`src/core/tccm_map.svh`:
```
// Register offsets, bit positions and reset values of the timer capture/compare block
`ifndef TCCM_MAP_SVH
`define TCCM_MAP_SVH

// Data-space byte offsets
`define TCCM_ADDR_FLAGS      8'h36
`define TCCM_ADDR_MASK       8'h6F
`define TCCM_ADDR_COUNT_LOW  8'h84
`define TCCM_ADDR_COUNT_HIGH 8'h85
`define TCCM_ADDR_CAPT_LOW   8'h86
`define TCCM_ADDR_CAPT_HIGH  8'h87
`define TCCM_ADDR_CMPA_LOW   8'h88
`define TCCM_ADDR_CMPA_HIGH  8'h89
`define TCCM_ADDR_CMPB_LOW   8'h8A
`define TCCM_ADDR_CMPB_HIGH  8'h8B

// Short I/O space sits this far below data space
`define TCCM_IO_OFFSET       8'h20
`define TCCM_IO_LIMIT        8'h40

// Flag and mask bit positions
`define TCCM_BIT_CAPTURE     5
`define TCCM_BIT_MATCH_B     2
`define TCCM_BIT_MATCH_A     1
`define TCCM_BIT_OVERFLOW    0

// Implemented bits of flags and mask
`define TCCM_IRQ_BITS_MASK   8'h27

// Reset values
`define TCCM_RESET_BYTE      8'h00
`define TCCM_RESET_WORD      16'h0000

// Counter limits
`define TCCM_COUNT_MAX       16'hFFFF
`define TCCM_TOP_8BIT        16'h00FF
`define TCCM_TOP_9BIT        16'h01FF
`define TCCM_TOP_10BIT       16'h03FF

`endif

```
`src/core/tccm_pkg.sv`:
```
// Types of the timer capture/compare block
package tccm_pkg;

  // Where the counter top value comes from (one-hot)
  typedef enum logic [4:0] {
    TCCM_TOP_MAX     = 5'b00001,
    TCCM_TOP_FIXED   = 5'b00010,
    TCCM_TOP_CAPTURE = 5'b00100,
    TCCM_TOP_CMPA    = 5'b01000,
    TCCM_TOP_CTC_CAP = 5'b10000
  } tccm_top_type;

  // Waveform mode field values with special handling
  typedef enum logic [3:0] {
    TCCM_MODE_NORMAL   = 4'h0,
    TCCM_MODE_CTC_CMPA = 4'h4,
    TCCM_MODE_CTC_CAP  = 4'hC
  } tccm_mode_type;

endpackage

```
`src/core/tccm_core.sv`:
```
// Timer capture, compare and interrupt-flag core with byte-wide register port
// What this block does
// Copy counter into capture register on each capture event, pin or comparator.
// Capture register can serve as counter top, chosen by waveform mode.
// Capture or counter read gives coherent 16 bits via shared temp byte.
// Compare writes stage high byte in temp, update both on low write.
// Compare both compare registers against counter on every timer clock.
// Compare match raises flag and toggles the compare output pin.
// Capture interrupt requested when mask bit 5, global enable, flag all set.
// Match B interrupt requested when mask bit 2, global enable, flag set.
// Match A interrupt requested when mask bit 1, global enable, flag set.
// Overflow interrupt requested when mask bit 0, global enable, flag set.
// Capture event sets capture flag, bit 5.
// With capture as top, flag sets when counter reaches top instead.
// Capture flag clears on vector execution or writing one.
// Match B flag, bit 2, sets the timer clock after equality.
// Match A flag, bit 1, sets the timer clock after equality.
// Force-compare strobes never set a match flag.
// Match B flag clears on vector execution or writing one.
// Match A flag clears on vector execution or writing one.
// Overflow flag, bit 0, sets on overflow in normal/CLEAR_ON_MATCH_MODE; else at top.
// Overflow flag clears on vector execution or writing one.
// Flag register answers at data offset 0x36 and I/O offset 0x16.
// Counter write suppresses compare match on next timer clock.
// Edge select zero picks falling capture edge, one picks rising.
// Writing zero keeps a flag; hardware set beats same-cycle clear.
// Values and flags reset to zero; mask bits reset disabled.
`timescale 1ns/1ns
`include "tccm_map.svh"
module tccm_core
  import tccm_pkg::*;
#(
  parameter int WIDTH = 16
) (
  // Clock and reset
  input  wire logic             clock_i,
  input  wire logic             rst_i,
  // Byte-wide register port
  input  wire logic [7:0]       reg_addr_i,
  input  wire logic             reg_io_space_i,
  input  wire logic             reg_write_i,
  input  wire logic             reg_read_i,
  input  wire logic [7:0]       reg_wdata_i,
  output logic      [7:0]       reg_rdata_o,
  // Timer control
  input  wire logic             timer_tick_i,
  input  wire logic [3:0]       waveform_mode_field_i,
  input  wire logic             capture_edge_select_i,
  input  wire logic             capture_from_comparator_i,
  input  wire logic             force_match_a_strobe_i,
  input  wire logic             force_match_b_strobe_i,
  // Pins and comparator
  input  wire logic             capture_input_pin_i,
  input  wire logic             comparator_i,
  output logic                  compare_a_pin_o,
  output logic                  compare_b_pin_o,
  // Interrupt side of the core
  input  wire logic             global_irq_enable_i,
  input  wire logic             capture_vector_i,
  input  wire logic             match_b_vector_i,
  input  wire logic             match_a_vector_i,
  input  wire logic             overflow_vector_i,
  output logic                  capture_irq_o,
  output logic                  match_b_irq_o,
  output logic                  match_a_irq_o,
  output logic                  overflow_irq_o,
  // Observation
  output logic      [WIDTH-1:0] counter_value_o
);

  ////////////////////////////////////////////////////////////////////////////
  // Declarations

  logic [WIDTH-1:0] counter_value;
  logic [WIDTH-1:0] capture_value;
  logic [WIDTH-1:0] compare_a_value;
  logic [WIDTH-1:0] compare_b_value;
  logic [7:0]       temp_high;
  logic [7:0]       timer_irq_mask;
  logic [7:0]       timer_irq_flags;
  logic             match_block;
  logic [7:0]       eff_addr;
  logic             addr_ok;
  logic             pin_event;
  logic             capture_source;
  tccm_top_type     top_kind;
  logic [WIDTH-1:0] top_value;
  logic             at_top;
  logic             at_max;
  logic             capture_event;
  logic             capture_at_top;
  logic             match_a_hit;
  logic             match_b_hit;
  logic             overflow_hit;
  logic             counter_write;
  logic [7:0]       set_flags;
  logic [7:0]       clear_flags;
  logic [7:0]       next_flags;
  logic [7:0]       next_rdata;

  ////////////////////////////////////////////////////////////////////////////
  // Mode decoding

  function automatic tccm_top_type top_of(input logic [3:0] mode);
    case (mode)
      4'h1, 4'h2, 4'h3, 4'h5, 4'h6, 4'h7: top_of = TCCM_TOP_FIXED;
      4'h8, 4'hA, 4'hE:                   top_of = TCCM_TOP_CAPTURE;
      4'hC:                               top_of = TCCM_TOP_CTC_CAP;
      4'h4, 4'h9, 4'hB, 4'hF:             top_of = TCCM_TOP_CMPA;
      default:                            top_of = TCCM_TOP_MAX;
    endcase
  endfunction

  function automatic logic [WIDTH-1:0] fixed_top(input logic [3:0] mode);
    case (mode)
      4'h1, 4'h5: fixed_top = WIDTH'(`TCCM_TOP_8BIT);
      4'h2, 4'h6: fixed_top = WIDTH'(`TCCM_TOP_9BIT);
      default:    fixed_top = WIDTH'(`TCCM_TOP_10BIT);
    endcase
  endfunction

  // Capture register in use as top: pin capture is disconnected
  function automatic logic uses_capture_top(input tccm_top_type kind);
    uses_capture_top = (kind == TCCM_TOP_CAPTURE) || (kind == TCCM_TOP_CTC_CAP);
  endfunction

  assign top_kind = top_of(waveform_mode_field_i);

  always_comb begin
    case (top_kind)
      TCCM_TOP_FIXED:   top_value = fixed_top(waveform_mode_field_i);
      TCCM_TOP_CAPTURE: top_value = capture_value;
      TCCM_TOP_CTC_CAP: top_value = capture_value;
      TCCM_TOP_CMPA:    top_value = compare_a_value;
      default:          top_value = WIDTH'(`TCCM_COUNT_MAX);
    endcase
  end

  assign at_top = (counter_value == top_value);
  assign at_max = (counter_value == WIDTH'(`TCCM_COUNT_MAX));

  ////////////////////////////////////////////////////////////////////////////
  // Address decode

  // I/O space only reaches the low 64 locations, shifted up by the offset
  assign eff_addr = reg_io_space_i ? (reg_addr_i + `TCCM_IO_OFFSET) : reg_addr_i;
  assign addr_ok  = !reg_io_space_i || (reg_addr_i < `TCCM_IO_LIMIT);

  function automatic logic hit(input logic [7:0] a, input logic [7:0] target, input logic ok);
    hit = ok && (a == target);
  endfunction

  assign counter_write = reg_write_i && hit(eff_addr, `TCCM_ADDR_COUNT_LOW, addr_ok);

  ////////////////////////////////////////////////////////////////////////////
  // Capture input

  // Source mux sits ahead of the synchroniser so both paths get filtered
  assign capture_source = capture_from_comparator_i ? comparator_i : capture_input_pin_i;

  tccm_pin_sync u_capture_sync (
    .clock_i      (clock_i),
    .rst_i        (rst_i),
    .pin_i        (capture_source),
    .rising_sel_i (capture_edge_select_i),
    .event_o      (pin_event)
  );

  assign capture_event  = pin_event && !uses_capture_top(top_kind);
  assign capture_at_top = uses_capture_top(top_kind) && timer_tick_i && at_top;

  ////////////////////////////////////////////////////////////////////////////
  // Counter

  always_ff @(posedge clock_i) begin
    if (rst_i) begin
      counter_value <= WIDTH'(`TCCM_RESET_WORD);
    end else if (counter_write) begin
      counter_value <= {temp_high, reg_wdata_i};
    end else if (timer_tick_i) begin
      if (at_top && (top_kind != TCCM_TOP_MAX)) begin
        counter_value <= WIDTH'(`TCCM_RESET_WORD);
      end else begin
        counter_value <= counter_value + WIDTH'(1);
      end
    end
  end

  assign counter_value_o = counter_value;

  // Counter write blanks the next timer clock's compare
  always_ff @(posedge clock_i) begin
    if (rst_i) begin
      match_block <= 1'b0;
    end else if (counter_write) begin
      match_block <= 1'b1;
    end else if (timer_tick_i) begin
      match_block <= 1'b0;
    end
  end

  ////////////////////////////////////////////////////////////////////////////
  // Compare and overflow detection

  assign match_a_hit = timer_tick_i && !match_block && (counter_value == compare_a_value);
  assign match_b_hit = timer_tick_i && !match_block && (counter_value == compare_b_value);

  always_comb begin
    case (waveform_mode_field_i)
      TCCM_MODE_NORMAL, TCCM_MODE_CTC_CMPA, TCCM_MODE_CTC_CAP:
        overflow_hit = timer_tick_i && at_max;
      default:
        overflow_hit = timer_tick_i && at_top;
    endcase
  end

  // Forced compares toggle the pin but never reach the flags
  always_ff @(posedge clock_i) begin
    if (rst_i) begin
      compare_a_pin_o <= 1'b0;
      compare_b_pin_o <= 1'b0;
    end else begin
      if (match_a_hit || force_match_a_strobe_i) begin
        compare_a_pin_o <= !compare_a_pin_o;
      end
      if (match_b_hit || force_match_b_strobe_i) begin
        compare_b_pin_o <= !compare_b_pin_o;
      end
    end
  end

  ////////////////////////////////////////////////////////////////////////////
  // Sixteen-bit registers and shared temp byte

  always_ff @(posedge clock_i) begin
    if (rst_i) begin
      temp_high <= `TCCM_RESET_BYTE;
    end else if (reg_write_i && (hit(eff_addr, `TCCM_ADDR_COUNT_HIGH, addr_ok) ||
                                 hit(eff_addr, `TCCM_ADDR_CAPT_HIGH, addr_ok) ||
                                 hit(eff_addr, `TCCM_ADDR_CMPA_HIGH, addr_ok) ||
                                 hit(eff_addr, `TCCM_ADDR_CMPB_HIGH, addr_ok))) begin
      temp_high <= reg_wdata_i;
    end else if (reg_read_i && hit(eff_addr, `TCCM_ADDR_COUNT_LOW, addr_ok)) begin
      temp_high <= counter_value[WIDTH-1:8];
    end else if (reg_read_i && hit(eff_addr, `TCCM_ADDR_CAPT_LOW, addr_ok)) begin
      temp_high <= capture_value[WIDTH-1:8];
    end
  end

  always_ff @(posedge clock_i) begin
    if (rst_i) begin
      capture_value <= WIDTH'(`TCCM_RESET_WORD);
    end else if (capture_event) begin
      capture_value <= counter_value;
    end else if (reg_write_i && hit(eff_addr, `TCCM_ADDR_CAPT_LOW, addr_ok)) begin
      capture_value <= {temp_high, reg_wdata_i};
    end
  end

  always_ff @(posedge clock_i) begin
    if (rst_i) begin
      compare_a_value <= WIDTH'(`TCCM_RESET_WORD);
    end else if (reg_write_i && hit(eff_addr, `TCCM_ADDR_CMPA_LOW, addr_ok)) begin
      compare_a_value <= {temp_high, reg_wdata_i};
    end
  end

  always_ff @(posedge clock_i) begin
    if (rst_i) begin
      compare_b_value <= WIDTH'(`TCCM_RESET_WORD);
    end else if (reg_write_i && hit(eff_addr, `TCCM_ADDR_CMPB_LOW, addr_ok)) begin
      compare_b_value <= {temp_high, reg_wdata_i};
    end
  end

  ////////////////////////////////////////////////////////////////////////////
  // Mask and flags

  always_ff @(posedge clock_i) begin
    if (rst_i) begin
      timer_irq_mask <= `TCCM_RESET_BYTE;
    end else if (reg_write_i && hit(eff_addr, `TCCM_ADDR_MASK, addr_ok)) begin
      timer_irq_mask <= reg_wdata_i & `TCCM_IRQ_BITS_MASK;
    end
  end

  always_comb begin
    set_flags   = 8'h00;
    clear_flags = 8'h00;
    set_flags[`TCCM_BIT_CAPTURE]  = capture_event || capture_at_top;
    set_flags[`TCCM_BIT_MATCH_B]  = match_b_hit;
    set_flags[`TCCM_BIT_MATCH_A]  = match_a_hit;
    set_flags[`TCCM_BIT_OVERFLOW] = overflow_hit;
    if (reg_write_i && hit(eff_addr, `TCCM_ADDR_FLAGS, addr_ok)) begin
      clear_flags = reg_wdata_i & `TCCM_IRQ_BITS_MASK;
    end
    clear_flags[`TCCM_BIT_CAPTURE]  = clear_flags[`TCCM_BIT_CAPTURE] || capture_vector_i;
    clear_flags[`TCCM_BIT_MATCH_B]  = clear_flags[`TCCM_BIT_MATCH_B] || match_b_vector_i;
    clear_flags[`TCCM_BIT_MATCH_A]  = clear_flags[`TCCM_BIT_MATCH_A] || match_a_vector_i;
    clear_flags[`TCCM_BIT_OVERFLOW] = clear_flags[`TCCM_BIT_OVERFLOW] || overflow_vector_i;
    // Set applied last so a same-cycle event is never lost
    next_flags = ((timer_irq_flags & ~clear_flags) | set_flags) & `TCCM_IRQ_BITS_MASK;
  end

  // Flag is set at the edge after equality, so it shows one timer clock later
  always_ff @(posedge clock_i) begin
    if (rst_i) begin
      timer_irq_flags <= `TCCM_RESET_BYTE;
    end else begin
      timer_irq_flags <= next_flags;
    end
  end

  ////////////////////////////////////////////////////////////////////////////
  // Interrupt requests

  assign capture_irq_o  = timer_irq_mask[`TCCM_BIT_CAPTURE] && global_irq_enable_i &&
                          timer_irq_flags[`TCCM_BIT_CAPTURE];
  assign match_b_irq_o  = timer_irq_mask[`TCCM_BIT_MATCH_B] && global_irq_enable_i &&
                          timer_irq_flags[`TCCM_BIT_MATCH_B];
  assign match_a_irq_o  = timer_irq_mask[`TCCM_BIT_MATCH_A] && global_irq_enable_i &&
                          timer_irq_flags[`TCCM_BIT_MATCH_A];
  assign overflow_irq_o = timer_irq_mask[`TCCM_BIT_OVERFLOW] && global_irq_enable_i &&
                          timer_irq_flags[`TCCM_BIT_OVERFLOW];

  ////////////////////////////////////////////////////////////////////////////
  // Read path

  always_comb begin
    next_rdata = 8'h00;
    if (addr_ok) begin
      case (eff_addr)
        `TCCM_ADDR_FLAGS:      next_rdata = timer_irq_flags;
        `TCCM_ADDR_MASK:       next_rdata = timer_irq_mask;
        `TCCM_ADDR_COUNT_LOW:  next_rdata = counter_value[7:0];
        `TCCM_ADDR_COUNT_HIGH: next_rdata = temp_high;
        `TCCM_ADDR_CAPT_LOW:   next_rdata = capture_value[7:0];
        `TCCM_ADDR_CAPT_HIGH:  next_rdata = temp_high;
        `TCCM_ADDR_CMPA_LOW:   next_rdata = compare_a_value[7:0];
        `TCCM_ADDR_CMPA_HIGH:  next_rdata = compare_a_value[WIDTH-1:8];
        `TCCM_ADDR_CMPB_LOW:   next_rdata = compare_b_value[7:0];
        `TCCM_ADDR_CMPB_HIGH:  next_rdata = compare_b_value[WIDTH-1:8];
        default:               next_rdata = 8'h00;
      endcase
    end
  end

  // Data held until the next read
  always_ff @(posedge clock_i) begin
    if (rst_i) begin
      reg_rdata_o <= `TCCM_RESET_BYTE;
    end else if (reg_read_i) begin
      reg_rdata_o <= next_rdata;
    end
  end

endmodule // tccm_core

```
`src/core/tccm_pin_sync.sv`:
```
// Three-stage pin synchroniser with agreement filter and edge select
`timescale 1ns/1ns
module tccm_pin_sync (
  // Clock and reset
  input  wire logic clock_i,
  input  wire logic rst_i,
  // Pin side
  input  wire logic pin_i,
  input  wire logic rising_sel_i,
  // Event side
  output logic      event_o
);

  logic stage1;
  logic stage2;
  logic stage3;
  logic level;

  // Stages run through reset, so a pin idling high gives no false edge
  always_ff @(posedge clock_i) begin
    stage1 <= pin_i;
    stage2 <= stage1;
    stage3 <= stage2;
  end

  // Level only moves once the last two stages agree
  always_ff @(posedge clock_i) begin
    if (rst_i) begin
      level <= stage3;
    end else if (stage2 == stage3) begin
      level <= stage3;
    end
  end

  always_ff @(posedge clock_i) begin
    if (rst_i) begin
      event_o <= 1'b0;
    end else begin
      event_o <= (stage2 == stage3) && (stage3 != level) && (stage3 == rising_sel_i);
    end
  end

endmodule // tccm_pin_sync

```
`config.mk`:
```
export PLATFORM = sky130hd
export DESIGN_NAME = tccm_core
export DESIGN_NICKNAME = d
export VERILOG_FILES = /design/src/core/tccm_pkg.sv /design/src/core/tccm_core.sv /design/src/core/tccm_pin_sync.sv
export VERILOG_INCLUDE_DIRS = /design/src /design/src/core
export SDC_FILE = /design/constraint.sdc
export NUM_CORES = 1
export LEC_CHECK = 0
export BUFFER_PORTS_ARGS = -buffer_cell sky130_fd_sc_hd__buf_2
export CAP_MARGIN = 20
export CORE_MARGIN = 3
export CORE_UTILIZATION = 35
export DETAILED_ROUTE_END_ITERATION = 10
export PLACE_DENSITY = 0.56
export RECOVER_POWER = 25
export SYNTH_ARGS = -nofsm -noshare
export SYNTH_HDL_FRONTEND = slang
export SYNTH_SLANG_ARGS = --single-unit
```
`constraint.sdc`:
```
create_clock -name clock_i -period 6.1 [get_ports clock_i]
set_input_delay 1.22 -clock clock_i [delete_from_list [all_inputs] [get_ports clock_i]]
set_output_delay 1.22 -clock clock_i [all_outputs]
set_load 0.05 [all_outputs]
```
==> impl_results.html <==
<table>
<tr><th>Metric</th><th>Value</th></tr>
<tr><th colspan="2">Run status</th></tr>
<tr><td>Outcome</td><td>complete, but fails checks</td></tr>
<tr><td>Violations in the final reports</td><td>capacitance limit, slew limit</td></tr>
<tr><th colspan="2">Worst setup path</th></tr>
<tr><td>Kind of end point of the critical path</td><td>register</td></tr>
<tr><td>FF-to-FF Start</td><td>compare_a_value[8]</td></tr>
<tr><td>Endpoint arrival time on the critical path</td><td>4.00 ns</td></tr>
<tr><td>Startpoint type of the worst setup path</td><td>input pin</td></tr>
<tr><td>Critical path peak fanout</td><td>13</td></tr>
<tr><td>Required time at the endpoint of the critical path</td><td>6.31 ns</td></tr>
<tr><td>R2R depth</td><td>7</td></tr>
<tr><td>Crit Reg-Reg Endpoint</td><td>counter_value_o[4]</td></tr>
<tr><td>Reg-to-reg setup timing slack</td><td>3.19 ns</td></tr>
<tr><td>Start-to-end type of the worst setup path</td><td>in2reg</td></tr>
<tr><th colspan="2">CTS</th></tr>
<tr><td>PostCTS Resize Cnt</td><td>0</td></tr>
<tr><td>Number of buffers between clock root and the deepest sink</td><td>2</td></tr>
<tr><td>TritonCTS clock tree</td><td>built</td></tr>
<tr><td>Number of sinks driven by the clock tree</td><td>96</td></tr>
<tr><td>Buffers inserted by post-CTS timing repair</td><td>0</td></tr>
<tr><td>Inserted Clock Buffers</td><td>9</td></tr>
<tr><td>Worst-skew pair later-pin latency</td><td>0.35 ns</td></tr>
<tr><td>Hold Buf Count CTS</td><td>0</td></tr>
<tr><td>Level count of the clock H-tree</td><td>3</td></tr>
<tr><td>Clock input transition at the sequential cells of the worst setup and hold paths</td><td>0.06 ns</td></tr>
<tr><td>Clock Tree Root</td><td>sky130_fd_sc_hd__clkbuf_16</td></tr>
<tr><th colspan="2">Timing</th></tr>
<tr><td>Setup repair after global routing missed its margin</td><td>false</td></tr>
<tr><td>Endpoints failing hold</td><td>0</td></tr>
<tr><td>Slew headroom</td><td>-0.186</td></tr>
<tr><td>Layout Skew</td><td>0.00520 ns</td></tr>
<tr><td>Max Transition Viols Final</td><td>40</td></tr>
<tr><td>Aggregate negative setup slack</td><td>0 ns</td></tr>
<tr><td>Final period util</td><td>0.622</td></tr>
<tr><td>Setup-violating endpoint count in the final report</td><td>0</td></tr>
<tr><td>Min Tclk post-route</td><td>3.79 ns</td></tr>
<tr><td>Fmax achieved</td><td>264 MHz</td></tr>
<tr><td>Slew at the pin with the worst max-slew slack</td><td>1.78 ns</td></tr>
<tr><th colspan="2">Synth</th></tr>
<tr><td>Leading area contributor after synthesis</td><td>sky130_fd_sc_hd__dfxtp_1</td></tr>
<tr><td>Share of flip-flops with an asynchronous set or reset after synthesis</td><td>0</td></tr>
<tr><td>Most common cell in the synthesized netlist</td><td>sky130_fd_sc_hd__nand2_1</td></tr>
<tr><td>Distinct cell type count of the synthesized netlist</td><td>93</td></tr>
<tr><td>Portion of synthesized cell area occupied by the leading cell type</td><td>0.308</td></tr>
<tr><td>Main flop type after synthesis</td><td>sky130_fd_sc_hd__dfxtp_1</td></tr>
<tr><td>Total of flip-flops plus latches after synthesis</td><td>96</td></tr>
<tr><td>Synth Warn #</td><td>0</td></tr>
<tr><td>Synthesized instance count</td><td>764</td></tr>
<tr><td>Cell area after technology mapping</td><td>6170 µm²</td></tr>
<tr><td>Sequential fraction of the synthesis area</td><td>0.313</td></tr>
<tr><td>Synth top area cells</td><td>sky130_fd_sc_hd__dfxtp_1, sky130_fd_sc_hd__nand2_1, sky130_fd_sc_hd__nand3_1, sky130_fd_sc_hd__mux2i_1, sky130_fd_sc_hd__a21oi_1</td></tr>
<tr><td>Avg Cell Area, Syn</td><td>8.07 µm²</td></tr>
<tr><td>Number of nets in the synthesized netlist</td><td>803</td></tr>
<tr><td>Number of flops mapped to enable cells by yosys</td><td>1</td></tr>
<tr><td>Leading cell types by count after synthesis</td><td>sky130_fd_sc_hd__nand2_1, sky130_fd_sc_hd__dfxtp_1, sky130_fd_sc_hd__nor2_1</td></tr>
<tr><th colspan="2">Finish</th></tr>
<tr><td>Inserted Diodes</td><td>0</td></tr>
<tr><td>Share of final-layout standard cells stronger than drive strength 1</td><td>0.141</td></tr>
<tr><td>Fin nets</td><td>826</td></tr>
<tr><td>Layout Cell Area excl Fill</td><td>6780 µm²</td></tr>
<tr><td>Syn-to-layout area delta</td><td>10.0%</td></tr>
<tr><th colspan="2">Place</th></tr>
<tr><td>Half-perimeter wire length after placement</td><td>16300 µm</td></tr>
<tr><td>Number of port buffers</td><td>66</td></tr>
<tr><td>Placed instance area</td><td>6510 µm²</td></tr>
<tr><td>GP Congestion</td><td>0.973</td></tr>
<tr><th colspan="2">Pwr</th></tr>
<tr><td>Sequential group share of total power</td><td>0.469</td></tr>
<tr><td>Portion of total power attributed to combinational logic</td><td>0.117</td></tr>
<tr><td>Leak pwr</td><td>2.43 nW</td></tr>
<tr><td>Cell-internal power</td><td>1.03 mW</td></tr>
<tr><td>Clock network fraction of design power</td><td>0.413</td></tr>
<tr><td>Power, Total</td><td>1.41 mW</td></tr>
<tr><td>Cell area power density</td><td>208 nW/µm²</td></tr>
<tr><td>Switching fraction of total power</td><td>0.266</td></tr>
<tr><td>Maximum VDD drop</td><td>0.159 mV</td></tr>
<tr><td>Sw Pwr</td><td>375 µW</td></tr>
<tr><th colspan="2">Floorplanning</th></tr>
<tr><td>Die footprint</td><td>19200 µm²</td></tr>
<tr><td>FP Rows</td><td>47</td></tr>
<tr><td>Initial core utilization</td><td>0.364</td></tr>
<tr><td>Chip Height</td><td>139 µm</td></tr>
<tr><td>Placeable core area</td><td>16900 µm²</td></tr>
<tr><td>Horiz. Die Dim</td><td>139 µm</td></tr>
<tr><td>IO Count</td><td>67</td></tr>
<tr><th colspan="2">Min path</th></tr>
<tr><td>Sink of the worst hold path</td><td>u_capture_sync.stage2</td></tr>
<tr><td>Hold-critical path depth</td><td>0</td></tr>
<tr><td>Hold/Removal Path Class</td><td>reg2reg</td></tr>
<tr><td>Min-delay src</td><td>u_capture_sync.stage1</td></tr>
<tr><th colspan="2">Routing</th></tr>
<tr><td>Final Routed Wirelength</td><td>23200 µm</td></tr>
<tr><td>Via-per-instance ratio</td><td>6.05</td></tr>
<tr><td>Iteration-0 DRC count of the detailed router</td><td>628</td></tr>
<tr><td>DRT Pass-1 Iters</td><td>5</td></tr>
<tr><td>Routed wire per std cell</td><td>22.9 µm</td></tr>
<tr><td>DRC</td><td>0</td></tr>
<tr><td>DR vias</td><td>6124</td></tr>
<tr><td>Post-route ant nets</td><td>0</td></tr>
<tr><th colspan="2">Global route</th></tr>
<tr><td>Total routing usage reported by global routing</td><td>0.233</td></tr>
<tr><td>Number of antenna violations at the first check in global routing</td><td>0</td></tr>
<tr><td>Sum of overflow across all layers after global routing</td><td>0</td></tr>
<tr><td>Pin count of the biggest net entering global routing</td><td>46</td></tr>
<tr><td>Number of global-route vias before repair</td><td>5752</td></tr>
<tr><td>Global-route wire length before repair</td><td>34900 µm</td></tr>
<tr><th colspan="2">Run</th></tr>
<tr><td>Number of maximum-capacitance violations</td><td>1</td></tr>
</table>
==> state kept, by name, indices dropped and copies added, names as in the netlist, 4 cells and up <==
signal and count:
reg_rdata_o 8, capture_value 16, compare_b_value 16, compare_a_value 16, temp_high 8, counter_value_o 16, timer_irq_mask 4, timer_irq_flags 4
==> how the worst max path moves through the flow <==
stage,from,end,slack [ns]
finish,reg_addr_i[5],counter_value_o[2],2.31
global route,reg_addr_i[5],capture_value[6],2.10
CTS,reg_addr_i[5],counter_value_o[2],2.41
detailed placement,reg_addr_i[5],counter_value_o[2],2.06
global placement,reg_addr_i[5],counter_value_o[2],2.05
floorplan,reg_io_space_i,temp_high[6],2.85
==> power groups by stage <==
stage / registers (mW) / logic, mW / clock network [mW]
after floorplan: 0.677 / 0.106 / 0
after global placement: 0.675 / 0.164 / 0
after detailed placement: 0.675 / 0.164 / 0
after CTS: 0.661 / 0.165 / 0.595
after global routing: 0.662 / 0.179 / 0.619
final: 0.662 / 0.165 / 0.583
==> through the flow <==
| step | hold slack (ns) | util | cells | worst slack, ns |
|---|---|---|---|---|
| after detailed placement | 0.326 | 0.384 | 996 | 2.06 |
| after floorplan | 0.310 | - | 764 | 2.85 |
| after global routing | 0.347 | 0.401 | 1012 | 2.10 |
| after global placement | 0.310 | 0.384 | 996 | 2.05 |
| after CTS | 0.341 | 0.402 | 1012 | 2.41 |
| final | 0.333 | 0.401 | 1012 | 2.31 |
==> final cells by class <==
class | count | area, µm²
Clock inverter | 3 | 40.0
Tap cell | 220 | 275
Fill cell | 1759 | 10200
Clock buffer | 13 | 260
Timing Repair Buffer | 72 | 352
Inverter | 19 | 71.3
Multi-Input combinational cell | 589 | 3850
Sequential cell | 96 | 1930
==> cell usage in the layout (no fill, tap or decap), types with 4 or more instances in the layout <==
cell and instances:
sky130_fd_sc_hd__o22ai_1 9, sky130_fd_sc_hd__a21oi_1 48, sky130_fd_sc_hd__nor3_1 13, sky130_fd_sc_hd__clkbuf_16 9, sky130_fd_sc_hd__o31ai_1 7, sky130_fd_sc_hd__nor4_1 5, sky130_fd_sc_hd__inv_1 19, sky130_fd_sc_hd__o211ai_1 5
sky130_fd_sc_hd__and3_1 13, sky130_fd_sc_hd__nand4_1 16, sky130_fd_sc_hd__clkbuf_1 21, sky130_fd_sc_hd__nor2b_1 8, sky130_fd_sc_hd__o21ai_1 11, sky130_fd_sc_hd__a32oi_1 5, sky130_fd_sc_hd__nand2_1 99, sky130_fd_sc_hd__xor2_1 17
sky130_fd_sc_hd__buf_4 6, sky130_fd_sc_hd__a31oi_1 5, sky130_fd_sc_hd__dfxtp_1 95, sky130_fd_sc_hd__mux2i_1 25, sky130_fd_sc_hd__nor2_1 59, sky130_fd_sc_hd__xnor2_1 20, sky130_fd_sc_hd__a22oi_1 17, sky130_fd_sc_hd__buf_2 47
sky130_fd_sc_hd__nand3b_1 8, sky130_fd_sc_hd__nand3_1 55, sky130_fd_sc_hd__mux2_2 8, sky130_fd_sc_hd__nand2b_1 8, sky130_fd_sc_hd__o221ai_1 4, sky130_fd_sc_hd__o21ai_0 19, sky130_fd_sc_hd__a222oi_1 4, sky130_fd_sc_hd__o211ai_2 6
sky130_fd_sc_hd__a311oi_1 17
==> critical path, stage by stage <==
cell and delay, ns:
sky130_fd_sc_hd__buf_2 0.13, sky130_fd_sc_hd__ha_1 0.32, sky130_fd_sc_hd__nand3b_1 0.20, sky130_fd_sc_hd__a221o_1 0.41
sky130_fd_sc_hd__nor3_4 0.45, sky130_fd_sc_hd__and2_1 0.48, sky130_fd_sc_hd__nor2_1 0.33, sky130_fd_sc_hd__a32oi_1 0.35
sky130_fd_sc_hd__o21ai_0 0.10
==> logic make-up after synthesis <==
| logic type | Yosys count | synth area share |
|---|---|---|
| xor gates and xnor gates | 37 | 0.0525 |
| muxes | 35 | 0.0625 |
| AOI/OAI and AO/OA | 198 | 0.239 |
| buffers and inverters | 79 | 0.0619 |
| adders and majority gates | 2 | 0.00406 |
| and+or+nand+nor | 317 | 0.267 |
| DFF | 96 | 0.313 |
==> per-layer routing <==
layer  up-vias  part of all wire  track usage
li1       2857                 -            -
met1      2921              0.42        0.311
met2       286              0.44        0.348
met3        60             0.099       0.0752
met4         0             0.041       0.0968
met5         -                 0            0
No activity file was read; power rests on OpenSTA's default activity.
